File: src/eeprom_unlock_regs.svh
/*
 register offsets, field positions, reset values and timing counts
 for the eeprom write unlock controller; included by bare name.
*/
`ifndef EEPROM_UNLOCK_REGS_SVH
`define EEPROM_UNLOCK_REGS_SVH

`define OFS_OP_CONTROL     16'h0760
`define OFS_ADDR_LOW       16'h0762
`define OFS_ADDR_HIGH      16'h0764
`define OFS_UNLOCK_CODE    16'h0766

`define BIT_START          15
`define BIT_ARM            14
`define BIT_FAULT          13
`define BIT_TERMINATED     8
`define OPSEL_MSB          6
`define OPSEL_LSB          0
`define OP_CONTROL_MASK    16'he17f
`define OP_CONTROL_RESET   16'h0000
`define ADDR_HIGH_MASK     16'h007f

`define KEY_FIRST          8'h55
`define KEY_SECOND         8'haa

`define OP_WORD_PROGRAM    7'h04
`define OP_BLOCK_PROGRAM   7'h0a
`define OP_WORD_ERASE      7'h44
`define OP_BLOCK_ERASE     7'h45

`define CLK_HZ             50000000
`define CYCLE_TIME_US      2000
`define CYCLE_COUNT        ((`CYCLE_TIME_US * (`CLK_HZ / 1000000)))

`define LATCH_DEPTH        16
`define LATCH_AW           4

`endif

File: src/eeprom_unlock_pkg.sv
/*
 types shared by the eeprom write unlock controller.
 assumes nothing from the register header; sizes are written out here.
*/
`default_nettype none

package eeprom_unlock_pkg;

   typedef enum logic [1:0] {
      KEY_IDLE  = 2'b00,
      KEY_FIRST = 2'b01,
      KEY_READY = 2'b10
   } key_state_t;

   typedef struct packed {
      logic [15:0] addr;
      logic [15:0] wdata;
      logic        wr;
      logic        rd;
   } reg_req_t;

   typedef struct packed {
      logic        wr;
      logic [22:0] addr;
      logic [15:0] data;
   } latch_wr_t;

endpackage : eeprom_unlock_pkg

`default_nettype wire

File: src/eeprom_latch_mem.sv
/*
 sixteen-word write latch storage for the eeprom controller.
 assumes one clock; read data come from a register one cycle later.
*/
`default_nettype none
`include "eeprom_unlock_regs.svh"

module eeprom_latch_mem (
   // clock and reset
   input  wire logic                    clk_i,
   input  wire logic                    rst_n_i,
   // write side
   input  wire logic                    we_i,
   input  wire logic [`LATCH_AW-1:0]    waddr_i,
   input  wire logic [15:0]             wdata_i,
   // read side
   input  wire logic [`LATCH_AW-1:0]    raddr_i,
   output logic      [15:0]             rdata_o
);

   logic [15:0] mem_r [`LATCH_DEPTH];

   always_ff @(posedge clk_i) begin
      if (we_i) begin
         mem_r[waddr_i] <= wdata_i;
      end
   end

   always_ff @(posedge clk_i or negedge rst_n_i) begin
      if (!rst_n_i) begin
         rdata_o <= 16'h0000;
      end else begin
         rdata_o <= mem_r[raddr_i];
      end
   end

endmodule : eeprom_latch_mem

`default_nettype wire

File: src/eeprom_write_unlock_controller.sv
/*
 eeprom write unlock controller: control, target address pair and
 unlock code registers, unlock sequence tracker, write latches and
 the timed erase/program cycle.
 assumes a simple register port from the cpu and a table-write port
 on the same clock; the array itself sits outside, fed by the
 array strobe outputs.
*/
`default_nettype none
`include "eeprom_unlock_regs.svh"

module eeprom_write_unlock_controller (
   // clock and reset
   input  wire logic                        clk_i,
   input  wire logic                        rst_n_i,
   // register port
   input  wire logic [15:0]                 reg_addr_i,
   input  wire logic [15:0]                 reg_wdata_i,
   input  wire logic                        reg_wr_i,
   input  wire logic                        reg_rd_i,
   output logic      [15:0]                 reg_rdata_o,
   // table write port
   input  wire logic                        tbl_wr_i,
   input  wire logic [22:0]                 tbl_addr_i,
   input  wire logic [15:0]                 tbl_data_i,
   // done flag
   input  wire logic                        done_clear_i,
   output logic                             done_flag_o,
   // array side
   output logic                             array_busy_o,
   output logic                             array_erase_o,
   output logic                             array_program_o,
   output logic                             array_block_o,
   output logic      [22:0]                 array_addr_o,
   output logic      [15:0]                 array_data_o
);

   localparam int unsigned TICKS_PER_US = `CLK_HZ / 1000000;
   localparam int unsigned CYCLE_US     = `CYCLE_TIME_US;

   eeprom_unlock_pkg::reg_req_t  req;
   eeprom_unlock_pkg::latch_wr_t tbl;
   eeprom_unlock_pkg::key_state_t key_r;
   eeprom_unlock_pkg::key_state_t key_nxt;

   logic        start_r;
   logic        arm_r;
   logic        fault_r;
   logic        term_r;
   logic [6:0]  opsel_r;
   logic [15:0] addr_low_r;
   logic [6:0]  addr_high_r;
   logic [10:0] timer_r;
   logic [5:0]  div_r;
   logic        us_tick;
   logic        op_erase;
   logic        op_block;
   logic [3:0]  step_r;
   logic        done_r;
   logic        start_ok;
   logic        wr_ctl;
   logic        wr_key;
   logic [15:0] rd_nxt;
   logic [3:0]  mem_raddr;
   logic [15:0] mem_rdata;

   assign req = '{addr: reg_addr_i, wdata: reg_wdata_i, wr: reg_wr_i, rd: reg_rd_i};
   assign tbl = '{wr: tbl_wr_i, addr: tbl_addr_i, data: tbl_data_i};
   assign wr_ctl = req.wr && (req.addr == `OFS_OP_CONTROL);
   assign wr_key = req.wr && (req.addr == `OFS_UNLOCK_CODE);

   // unlock tracker; any other register write knocks it back
   always_comb begin
      key_nxt = key_r;
      if (req.wr) begin
         unique case (key_r)
            eeprom_unlock_pkg::KEY_IDLE: begin
               key_nxt = (wr_key && req.wdata[7:0] == `KEY_FIRST)
                         ? eeprom_unlock_pkg::KEY_FIRST
                         : eeprom_unlock_pkg::KEY_IDLE;
            end
            eeprom_unlock_pkg::KEY_FIRST: begin
               key_nxt = (wr_key && req.wdata[7:0] == `KEY_SECOND)
                         ? eeprom_unlock_pkg::KEY_READY
                         : eeprom_unlock_pkg::KEY_IDLE;
            end
            eeprom_unlock_pkg::KEY_READY: begin
               key_nxt = eeprom_unlock_pkg::KEY_IDLE;
            end
            default: begin
               key_nxt = eeprom_unlock_pkg::KEY_IDLE;
            end
         endcase
      end
   end

   always_ff @(posedge clk_i or negedge rst_n_i) begin
      if (!rst_n_i) begin
         key_r <= eeprom_unlock_pkg::KEY_IDLE;
      end else begin
         key_r <= key_nxt;
      end
   end

   // arm must already be set and stay set in this very write
   assign start_ok = wr_ctl && req.wdata[`BIT_START] && !start_r
                     && arm_r && req.wdata[`BIT_ARM]
                     && (key_r == eeprom_unlock_pkg::KEY_READY);

   // control register; arm written only by software
   always_ff @(posedge clk_i or negedge rst_n_i) begin
      if (!rst_n_i) begin
         arm_r   <= 1'b0;
         fault_r <= 1'b0;
         term_r  <= 1'b0;
         opsel_r <= 7'h00;
      end else if (wr_ctl) begin
         arm_r   <= req.wdata[`BIT_ARM];
         fault_r <= req.wdata[`BIT_FAULT];
         term_r  <= req.wdata[`BIT_TERMINATED];
         if (!start_r) begin
            opsel_r <= req.wdata[`OPSEL_MSB:`OPSEL_LSB];
         end
      end
   end

   // microsecond enable; keeps the cycle counter narrow
   always_ff @(posedge clk_i or negedge rst_n_i) begin
      if (!rst_n_i) begin
         div_r <= 6'h00;
      end else if (!start_r || us_tick) begin
         div_r <= 6'h00;
      end else begin
         div_r <= div_r + 6'h01;
      end
   end

   assign us_tick = start_r && (div_r == 6'(TICKS_PER_US - 1));

   // cycle timer in microseconds; the cpu is never stalled, it just polls
   always_ff @(posedge clk_i or negedge rst_n_i) begin
      if (!rst_n_i) begin
         start_r <= 1'b0;
         timer_r <= 11'h000;
      end else if (start_r) begin
         if (done_r) begin
            start_r <= 1'b0;
            timer_r <= 11'h000;
         end else if (us_tick) begin
            timer_r <= timer_r + 11'h001;
         end
      end else if (start_ok) begin
         start_r <= 1'b1;
         timer_r <= 11'h000;
      end
   end

   assign done_r = us_tick && (timer_r == 11'(CYCLE_US - 1));

   // sticky done flag; a completion beats a same-cycle clear
   always_ff @(posedge clk_i or negedge rst_n_i) begin
      if (!rst_n_i) begin
         done_flag_o <= 1'b0;
      end else if (done_r) begin
         done_flag_o <= 1'b1;
      end else if (done_clear_i) begin
         done_flag_o <= 1'b0;
      end
   end

   // target address: software writes or last table write
   always_ff @(posedge clk_i or negedge rst_n_i) begin
      if (!rst_n_i) begin
         addr_low_r  <= 16'h0000;
         addr_high_r <= 7'h00;
      end else if (tbl.wr && !start_r) begin // running cycle keeps its address
         addr_low_r  <= tbl.addr[15:0];
         addr_high_r <= tbl.addr[22:16];
      end else if (req.wr && !start_r) begin
         if (req.addr == `OFS_ADDR_LOW) begin
            addr_low_r <= req.wdata;
         end
         if (req.addr == `OFS_ADDR_HIGH) begin
            addr_high_r <= req.wdata[6:0];
         end
      end
   end

   // write latches; block program walks all sixteen during the cycle
   eeprom_latch_mem u_latch (
      .clk_i   (clk_i),
      .rst_n_i (rst_n_i),
      .we_i    (tbl.wr && !start_r),
      .waddr_i (tbl.addr[4:1]),
      .wdata_i (tbl.data),
      .raddr_i (mem_raddr),
      .rdata_o (mem_rdata)
   );

   assign mem_raddr = (opsel_r == `OP_BLOCK_PROGRAM) ? step_r : addr_low_r[4:1];

   always_ff @(posedge clk_i or negedge rst_n_i) begin
      if (!rst_n_i) begin
         step_r <= 4'h0;
      end else if (!start_r) begin
         step_r <= 4'h0;
      end else if (opsel_r == `OP_BLOCK_PROGRAM && step_r != 4'hf) begin
         step_r <= step_r + 4'h1;
      end
   end

   // operation decode; unlisted codes run as a single-word program
   always_comb begin
      op_erase = 1'b0;
      op_block = 1'b0;
      unique case (opsel_r)
         `OP_WORD_ERASE: begin
            op_erase = 1'b1;
         end
         `OP_BLOCK_ERASE: begin
            op_erase = 1'b1;
            op_block = 1'b1;
         end
         `OP_BLOCK_PROGRAM: begin
            op_block = 1'b1;
         end
         default: begin
            op_erase = 1'b0;
            op_block = 1'b0;
         end
      endcase
   end

   // array strobes, registered
   always_ff @(posedge clk_i or negedge rst_n_i) begin
      if (!rst_n_i) begin
         array_busy_o    <= 1'b0;
         array_erase_o   <= 1'b0;
         array_program_o <= 1'b0;
         array_block_o   <= 1'b0;
         array_addr_o    <= 23'h000000;
         array_data_o    <= 16'h0000;
      end else begin
         array_busy_o    <= start_r;
         array_erase_o   <= start_r && op_erase;
         array_program_o <= start_r && !op_erase;
         array_block_o   <= start_r && op_block;
         array_addr_o    <= {addr_high_r, addr_low_r};
         array_data_o    <= mem_rdata;
      end
   end

   // register read, zero for unimplemented bits
   always_comb begin
      rd_nxt = 16'h0000;
      unique case (req.addr)
         `OFS_OP_CONTROL: begin
            rd_nxt = {start_r, arm_r, fault_r, 4'h0, term_r, 1'b0, opsel_r}
                     & `OP_CONTROL_MASK;
         end
         `OFS_ADDR_LOW: begin
            rd_nxt = addr_low_r;
         end
         `OFS_ADDR_HIGH: begin
            rd_nxt = {9'h000, addr_high_r};
         end
         default: begin
            rd_nxt = 16'h0000;
         end
      endcase
   end

   always_ff @(posedge clk_i or negedge rst_n_i) begin
      if (!rst_n_i) begin
         reg_rdata_o <= 16'h0000;
      end else begin
         reg_rdata_o <= req.rd ? rd_nxt : 16'h0000;
      end
   end

endmodule : eeprom_write_unlock_controller

`default_nettype wire

File: config.mk
export PLATFORM = sky130hd
export DESIGN_NAME = eeprom_write_unlock_controller
export DESIGN_NICKNAME = d
export VERILOG_FILES = /design/src/eeprom_unlock_pkg.sv /design/src/eeprom_latch_mem.sv /design/src/eeprom_write_unlock_controller.sv
export VERILOG_INCLUDE_DIRS = /design/src
export SDC_FILE = /design/constraint.sdc
export NUM_CORES = 1
export LEC_CHECK = 0
export ABC_AREA = 1
export BUFFER_PORTS_ARGS = -buffer_cell sky130_fd_sc_hd__buf_2
export CORE_MARGIN = 5
export CORE_UTILIZATION = 55
export DETAILED_ROUTE_END_ITERATION = 10
export GPL_TIMING_DRIVEN = 0
export PLACE_DENSITY = 0.77
export RECOVER_POWER = 25
export REMOVE_ABC_BUFFERS = 1
export SYNTH_ARGS = -nofsm -noshare
export SYNTH_HDL_FRONTEND = slang
export SYNTH_SLANG_ARGS = --single-unit
File: constraint.sdc
create_clock -name clk_i -period 4.8 [get_ports clk_i]
set_input_delay 0.24 -clock clk_i [delete_from_list [all_inputs] [get_ports clk_i]]
set_output_delay 0.24 -clock clk_i [all_outputs]
set_load 0.02 [all_outputs]
Word-level counts from Yosys, hierarchy flattened
Memories as Yosys holds them, arrays and structs flattened. A register that Yosys moved wholly into a read port is not among the register bits.
Cells that the tools add are included.
{"block": "totals", "output_inout_bits": 60, "regBits": 117, "in_bits": 77, "wordCells": 101, "memories": 1, "ramBits": 256}
{"block": "classes", "n_reduce_logical": 33, "bitwise": 1, "addsub": 3, "mux": 28, "n_eq_ne": 16}
{"name": "u_latch.mem_r", "words": 16, "word_bits": 16, "rd": 1, "rd_ports_with_merged_regs": 1, "write_ports": 1, "line": "eeprom_latch_mem.sv:21", "text": "logic [15:0] mem_r [`LATCH_DEPTH];"}
{"op": "$eq 16x11->1 const B", "n": 4}
{"op": "$mux 16", "n": 4}
{"op": "$pmux 16 s3", "n": 1}
{"op": "$mux 11", "n": 4}
{"op": "$mux 7", "n": 3}
{"op": "$logic_and 1x1->1", "n": 17}
{"op": "$eq 7x7->1 const B", "n": 2}
{"op": "$mux 4", "n": 3}
{"op": "$add 11x1->11 const B", "n": 1}
{"op": "$eq 11x11->1 const B", "n": 1}
{"op": "$mux 1", "n": 10}
{"op": "$reduce_bool 2->1", "n": 5}
{"op": "$eq 8x7->1 const B", "n": 1}
{"op": "$eq 8x8->1 const B", "n": 1}
{"op": "$reduce_and 2->1", "n": 4}
{"op": "$eq 7x4->1 const B", "n": 1}
{"op": "$add 6x1->6 const B", "n": 1}
{"op": "$eq 6x6->1 const B", "n": 1}
{"op": "$mux 6", "n": 1}
{"op": "$add 4x1->4 const B", "n": 1}
{"op": "$ne 4x4->1 const B", "n": 1}
{"op": "$pmux 2 s2", "n": 1}
{"op": "$reduce_or 2->1", "n": 2}
{"op": "$logic_not 1->1", "n": 3}
{"op": "other kinds (8)", "n": 8}

Logic depth before layout (Yosys ltp)
{"block": "depth", "ltp_word": 9, "depth_mapped": 14, "ltp_nobuf": 11}

By module
A second synthesis with hierarchy kept.
{"block": "hier_totals", "cells_unflattened": 1639, "hier_area_um2": 16468.3}
{"module": "eeprom_latch_mem", "cells_per_inst": 1076, "area_each_um2": 11462.2, "instances": 1, "seq_area_each_um2": 8087.8}
{"module": "eeprom_write_unlock_controller", "cells_per_inst": 563, "area_each_um2": 5006.1, "instances": 1, "seq_area_each_um2": 2927.8}

Worst setup path after synthesis
No wires, ideal clock.
{"block": "synth_timing", "kind": "reg-to-reg", "from": "register start_r", "to": "memory u_latch.mem_r[0][0], enable pin", "t_required_ps": 4412, "n_path_buf": 3, "arrival_time_ps": 2126, "synth_period_minus_slack_ps": 2514, "setup_ps": 388, "slack_ps": 2286, "stages_incl_launch_ff": 9, "cell_sequence": "dfrtp_1 buf_4 clkinv_1 nand2_1 inv_1 clkbuf_1 buf_2 nand3_1 nor2_1"}
{"block": "synth_between", "elab_chain_cells": 4}
{"item": "from (decl)", "line": "eeprom_write_unlock_controller.sv:46", "text": "logic start_r;"}
{"item": "from (signal assigned)", "line": "eeprom_write_unlock_controller.sv:143", "text": "start_r <= 1'b0;"}
{"item": "from (signal assigned)", "line": "eeprom_write_unlock_controller.sv:147", "text": "start_r <= 1'b0;"}
{"item": "from (signal assigned)", "line": "eeprom_write_unlock_controller.sv:153", "text": "start_r <= 1'b1;"}
{"item": "$logic_not 1->1"}
{"item": "$logic_and 1x1->1", "line": "eeprom_write_unlock_controller.sv:193", "text": ".we_i (tbl.wr && !start_r),"}
{"item": "$mux 1", "line": "eeprom_latch_mem.sv:24", "text": "if (we_i) begin"}
{"item": "$mux 1 (not written as such)", "line": "eeprom_latch_mem.sv:25", "text": "mem_r[waddr_i] <= wdata_i;"}
{"item": "to (decl)", "line": "eeprom_latch_mem.sv:21"}
Every way passes these cells.

Worst setup path in the final report
{"block": "layout_timing", "from": "register opsel_r[0]", "to": "register u_latch.rdata_o[14] (read register of u_latch.mem_r)"}
{"block": "layout_between", "elab_chain_cells": 2}
{"item": "from (decl)", "line": "eeprom_write_unlock_controller.sv:50", "text": "logic [6:0] opsel_r;"}
{"item": "from (signal assigned)", "line": "eeprom_write_unlock_controller.sv:122", "text": "opsel_r <= req.wdata[`OPSEL_MSB:`OPSEL_LSB];"}
{"item": "$eq 7x4->1"}
{"item": "$mux 4", "line": "eeprom_write_unlock_controller.sv:200", "text": "assign mem_raddr = (opsel_r == `OP_BLOCK_PROGRAM) ? step_r : addr_low_r[4:1];"}
{"item": "to (decl)", "line": "eeprom_latch_mem.sv:18", "text": "output logic [15:0] rdata_o"}
Every way passes these cells.
A chain may end at the register's enable or synchronous reset.

==> impl_metrics.toml <==
[synth]
mapped_cell_area_um2 = 16560
async_reset_ff_share_pct = 34.19
synth_common_cells = "sky130_fd_sc_hd__nand2_1 (333), sky130_fd_sc_hd__inv_1 (324), sky130_fd_sc_hd__nand3_1 (324)"
synth_largest_type_area_fraction_pct = 46.42
synth.avg_cell_area_um2 = 10.14
yosys.area.top_type = "sky130_fd_sc_hd__edfxtp_1"
yosys.cell_types.count = 39
ys_warnings = 0
postSynthRegisterBits = 389
synthMostInstantiatedCell = "sky130_fd_sc_hd__nand2_1"
ys.flop_type = "sky130_fd_sc_hd__edfxtp_1"
ys_top_cells_by_area = "sky130_fd_sc_hd__edfxtp_1 (46%), sky130_fd_sc_hd__dfrtp_1 (20%), sky130_fd_sc_hd__nand3_1 (9.8%)"
netlist_instances = 1634
seq_area_frac_synth_pct = 66.52
synth-edff-count = 256

[drt]
post_drt_via_cell_ratio = 5.507
first_pass_iters = 5
drc = 0
top_signal_layer_used = "met4"
postRouteAntennaNets = 0
met1Wirelength_um = 15330
dr_total_vias = 12180
detail_route.iter0.violations = 1405
detail_route.wl_per_cell_um = 18.47
wirelength_um = 40850
wl_met3_um = 3600
met2RoutedLength_um = 20600

[timing]
setup_total_negative_slack_ns = 0
finalHoldViolCount = 0
post-route-min-period_ns = 3.847
timing.final.setup_violations = 0
holdWs_ns = 0.001907
finClkSkew_ns = 0.02413
max-slew-margin-rel_pct = 4.302
worst_pin_slew_ns = 1.435
max_freq_ghz = 0.2599
setup_repair_after_global_routing_missed_its_margin = "no"
finalMaxSlewViolations = 0
finalCritPeriodShare_pct = 80.16

[worst_setup_path]
worstReg2RegEnd = "u_latch.rdata_o[14]$_DFF_PN0_"
r2r.worst_path.cells = 8
setup.reg_to_reg.worst_slack_ns = 0.95
reg2reg_from = "opsel_r[0]$_DFFE_PN0P_"
worstSetupEndpointType = "flip-flop"
worst-path-max-fanout = 17
worst-setup-path-type = "reg -> reg"
timing.critical_path.arrival_ns = 4.26
worstSetupStartpointType = "flip-flop"
crit_required_ns = 5.22

[global_routing]
grt_first_pass_wirelength_um = 63370
grt.total_usage_pct = 23.95
grt_pass1_vias = 12120
global_route.overflow_total = 0
number_of_antenna_violations_at_the_first_check_in_global_routing = 0
grt_max_degree = 80

[die]
fp.dieW_um = 183.5
design.portCount = 137
initial_utilization_pct = 55.73
core_um2 = 29720
total_die_area_um2 = 33680
die-height_um = 183.5
num_rows = 63

[clock_network]
clkSinkCount = 389
clock_tree.buffer_depth = 3
worstSkewPairLatency_ns = 0.54
clk_pin_slew_worst_paths_ns = 0.06
clock-root-buffer = "sky130_fd_sc_hd__clkbuf_16"
h-tree-depth = 2
ctsHoldBuffers = 22
post_cts.resized_instances = 0
cts_post_setup_buffers_inserted = 0
tritoncts_clock_tree = "done"
cts_buf_count = 39

[power_and_ir_drop]
p_total_mw = 6.753
vdd.ir_drop.worst_v = 0.0003437
leakage_nw = 8.982
power.density_nw_per_um2 = 346.9

[worst_hold_path]
hold_depth = 3
holdCritStartpoint = "reg_wdata_i[13]"
holdPathEnd = "fault_r$_DFFE_PN0N_"
hold_path.class = "in -> reg"

[finish]
n_fill_cell = 2099
instances_no_fill = 2212
syn_to_final_growth_pct = 17.57
n_antenna_cell = 0
nNetsFinal = 1875
fraction_of_layout_instances_using_a_drive_strength_above_1_pct = 13.39
finalCoreUtilization_pct = 65.52

[placement]
port-buffer-count = 136
place.detailed.instances = 2121
gpl.final_weighted_congestion = 0.8415
hpwlAfterDp_um = 24970

[flow_run]
drv.max_cap_violation_count = 0

[status]
result_of_the_run = "complete, no violations"
-- cell families after synthesis --
group	count (synthesis)	share of synthesized area, %
adders and majority gates	4	0.3022
AOI/OAI and AO/OA	71	2.697
xor gates and xnor gates	8	0.4231
DFF	389	66.52
muxes	1	0.06044
buffers and inverters	392	9.421
and+or+nand+nor	769	20.58
-- flip-flops by register name, indices dropped and copies added, names as in the netlist --
register	count
step_r	4
array_busy_o	1
arm_r	1
opsel_r	7
array_erase_o	1
array_program_o	1
done_flag_o	1
addr_high_r	7
u_latch.rdata_o	16
start_r	1
addr_low_r	16
term_r	1
array_data_o	16
fault_r	1
array_addr_o	23
key_r	2
timer_r	11
reg_rdata_o	16
array_block_o	1
div_r	6
u_latch.mem_r	256
-- routing by layer --
layer | GRT usage, % | vias to the layer above
met3 | 3.878 | 119
met5 | 0 | -
met2 | 42.30 | 665
li1 | - | 5614
met4 | 8.909 | 0
met1 | 29.86 | 5783
-- worst max-delay path by stage --
stage | from | endpoint | slack [ns] | cells past startpoint
2_1_floorplan | opsel_r[0]$_DFFE_PN0P_ | u_latch.rdata_o[10]$_DFF_PN0_ | 1.41 | 10
5_1_grt | start_r$_DFF_PN0_ | u_latch.mem_r[3][1]$_DFFE_PP_ | 0.73 | 6
6_report | opsel_r[0]$_DFFE_PN0P_ | u_latch.rdata_o[14]$_DFF_PN0_ | 0.95 | 8
3_3_place_gp | opsel_r[0]$_DFFE_PN0P_ | u_latch.rdata_o[13]$_DFF_PN0_ | -0.81 | 11
3_5_place_dp | opsel_r[0]$_DFFE_PN0P_ | u_latch.rdata_o[14]$_DFF_PN0_ | 1.07 | 8
4_1_cts | opsel_r[0]$_DFFE_PN0P_ | u_latch.rdata_o[14]$_DFF_PN0_ | 1.02 | 8
-- area by class of cell --
type	instances	area, um^2	area share (%)
clock buffer	52	1066	5.475
sequential	389	11020	56.58
inverter	327	1227	6.304
tap	390	488.0	2.506
timing repair buffer	184	1393	7.153
multi-input combinational	853	4055	20.83
clock inverter	17	225.2	1.157
-- report_power, final --
group / switching (mW) / total [mW] / internal, mW / leakage, nW
Sequential: 0.00000886 / 3.58 / 3.58 / 4.00
Combinational: 0.0783 / 0.119 / 0.0406 / 4.36
Clock: 1.26 / 3.05 / 1.79 / 0.625
-- cell usage in the layout, fill, tap and decap left out, drive strengths merged, types with 2 or more instances in the layout --
| cell type | n |
|---|---|
| nand2 | 337 |
| ha | 4 |
| a21oi | 5 |
| bufinv | 4 |
| nand4 | 5 |
| or2 | 9 |
| dfrtp | 133 |
| nor2 | 65 |
| o21ai | 44 |
| edfxtp | 256 |
| nand3 | 324 |
| o211ai | 6 |
| clkinv | 13 |
| clkbuf | 67 |
| dlygate4sd3 | 22 |
| a22oi | 13 |
| and2 | 2 |
| inv | 326 |
| nor4 | 5 |
| xor2 | 7 |
| nand3b | 2 |
| nor3 | 18 |
| buf | 147 |
-- metrics by stage --
stage	setup slack, ns	cell area, um^2
after floorplan	1.413	16230
after global placement	-0.8073	17400
after detailed placement	1.067	17980
after CTS	1.025	19490
after global routing	0.7341	19470
final	0.9525	19470
-- worst max-delay path, cell delays in order, from the launching register on --
cell                      delay (ns)
sky130_fd_sc_hd__dfrtp_1        0.41
sky130_fd_sc_hd__inv_1          0.10
sky130_fd_sc_hd__nand2_1        0.07
sky130_fd_sc_hd__nor2_2         0.22
sky130_fd_sc_hd__nand2_1        0.40
sky130_fd_sc_hd__a21oi_2        1.19
sky130_fd_sc_hd__inv_1          0.85
sky130_fd_sc_hd__nand3_1        0.36
sky130_fd_sc_hd__nand2_1        0.11
No activity file was read; power rests on OpenSTA's default activity.
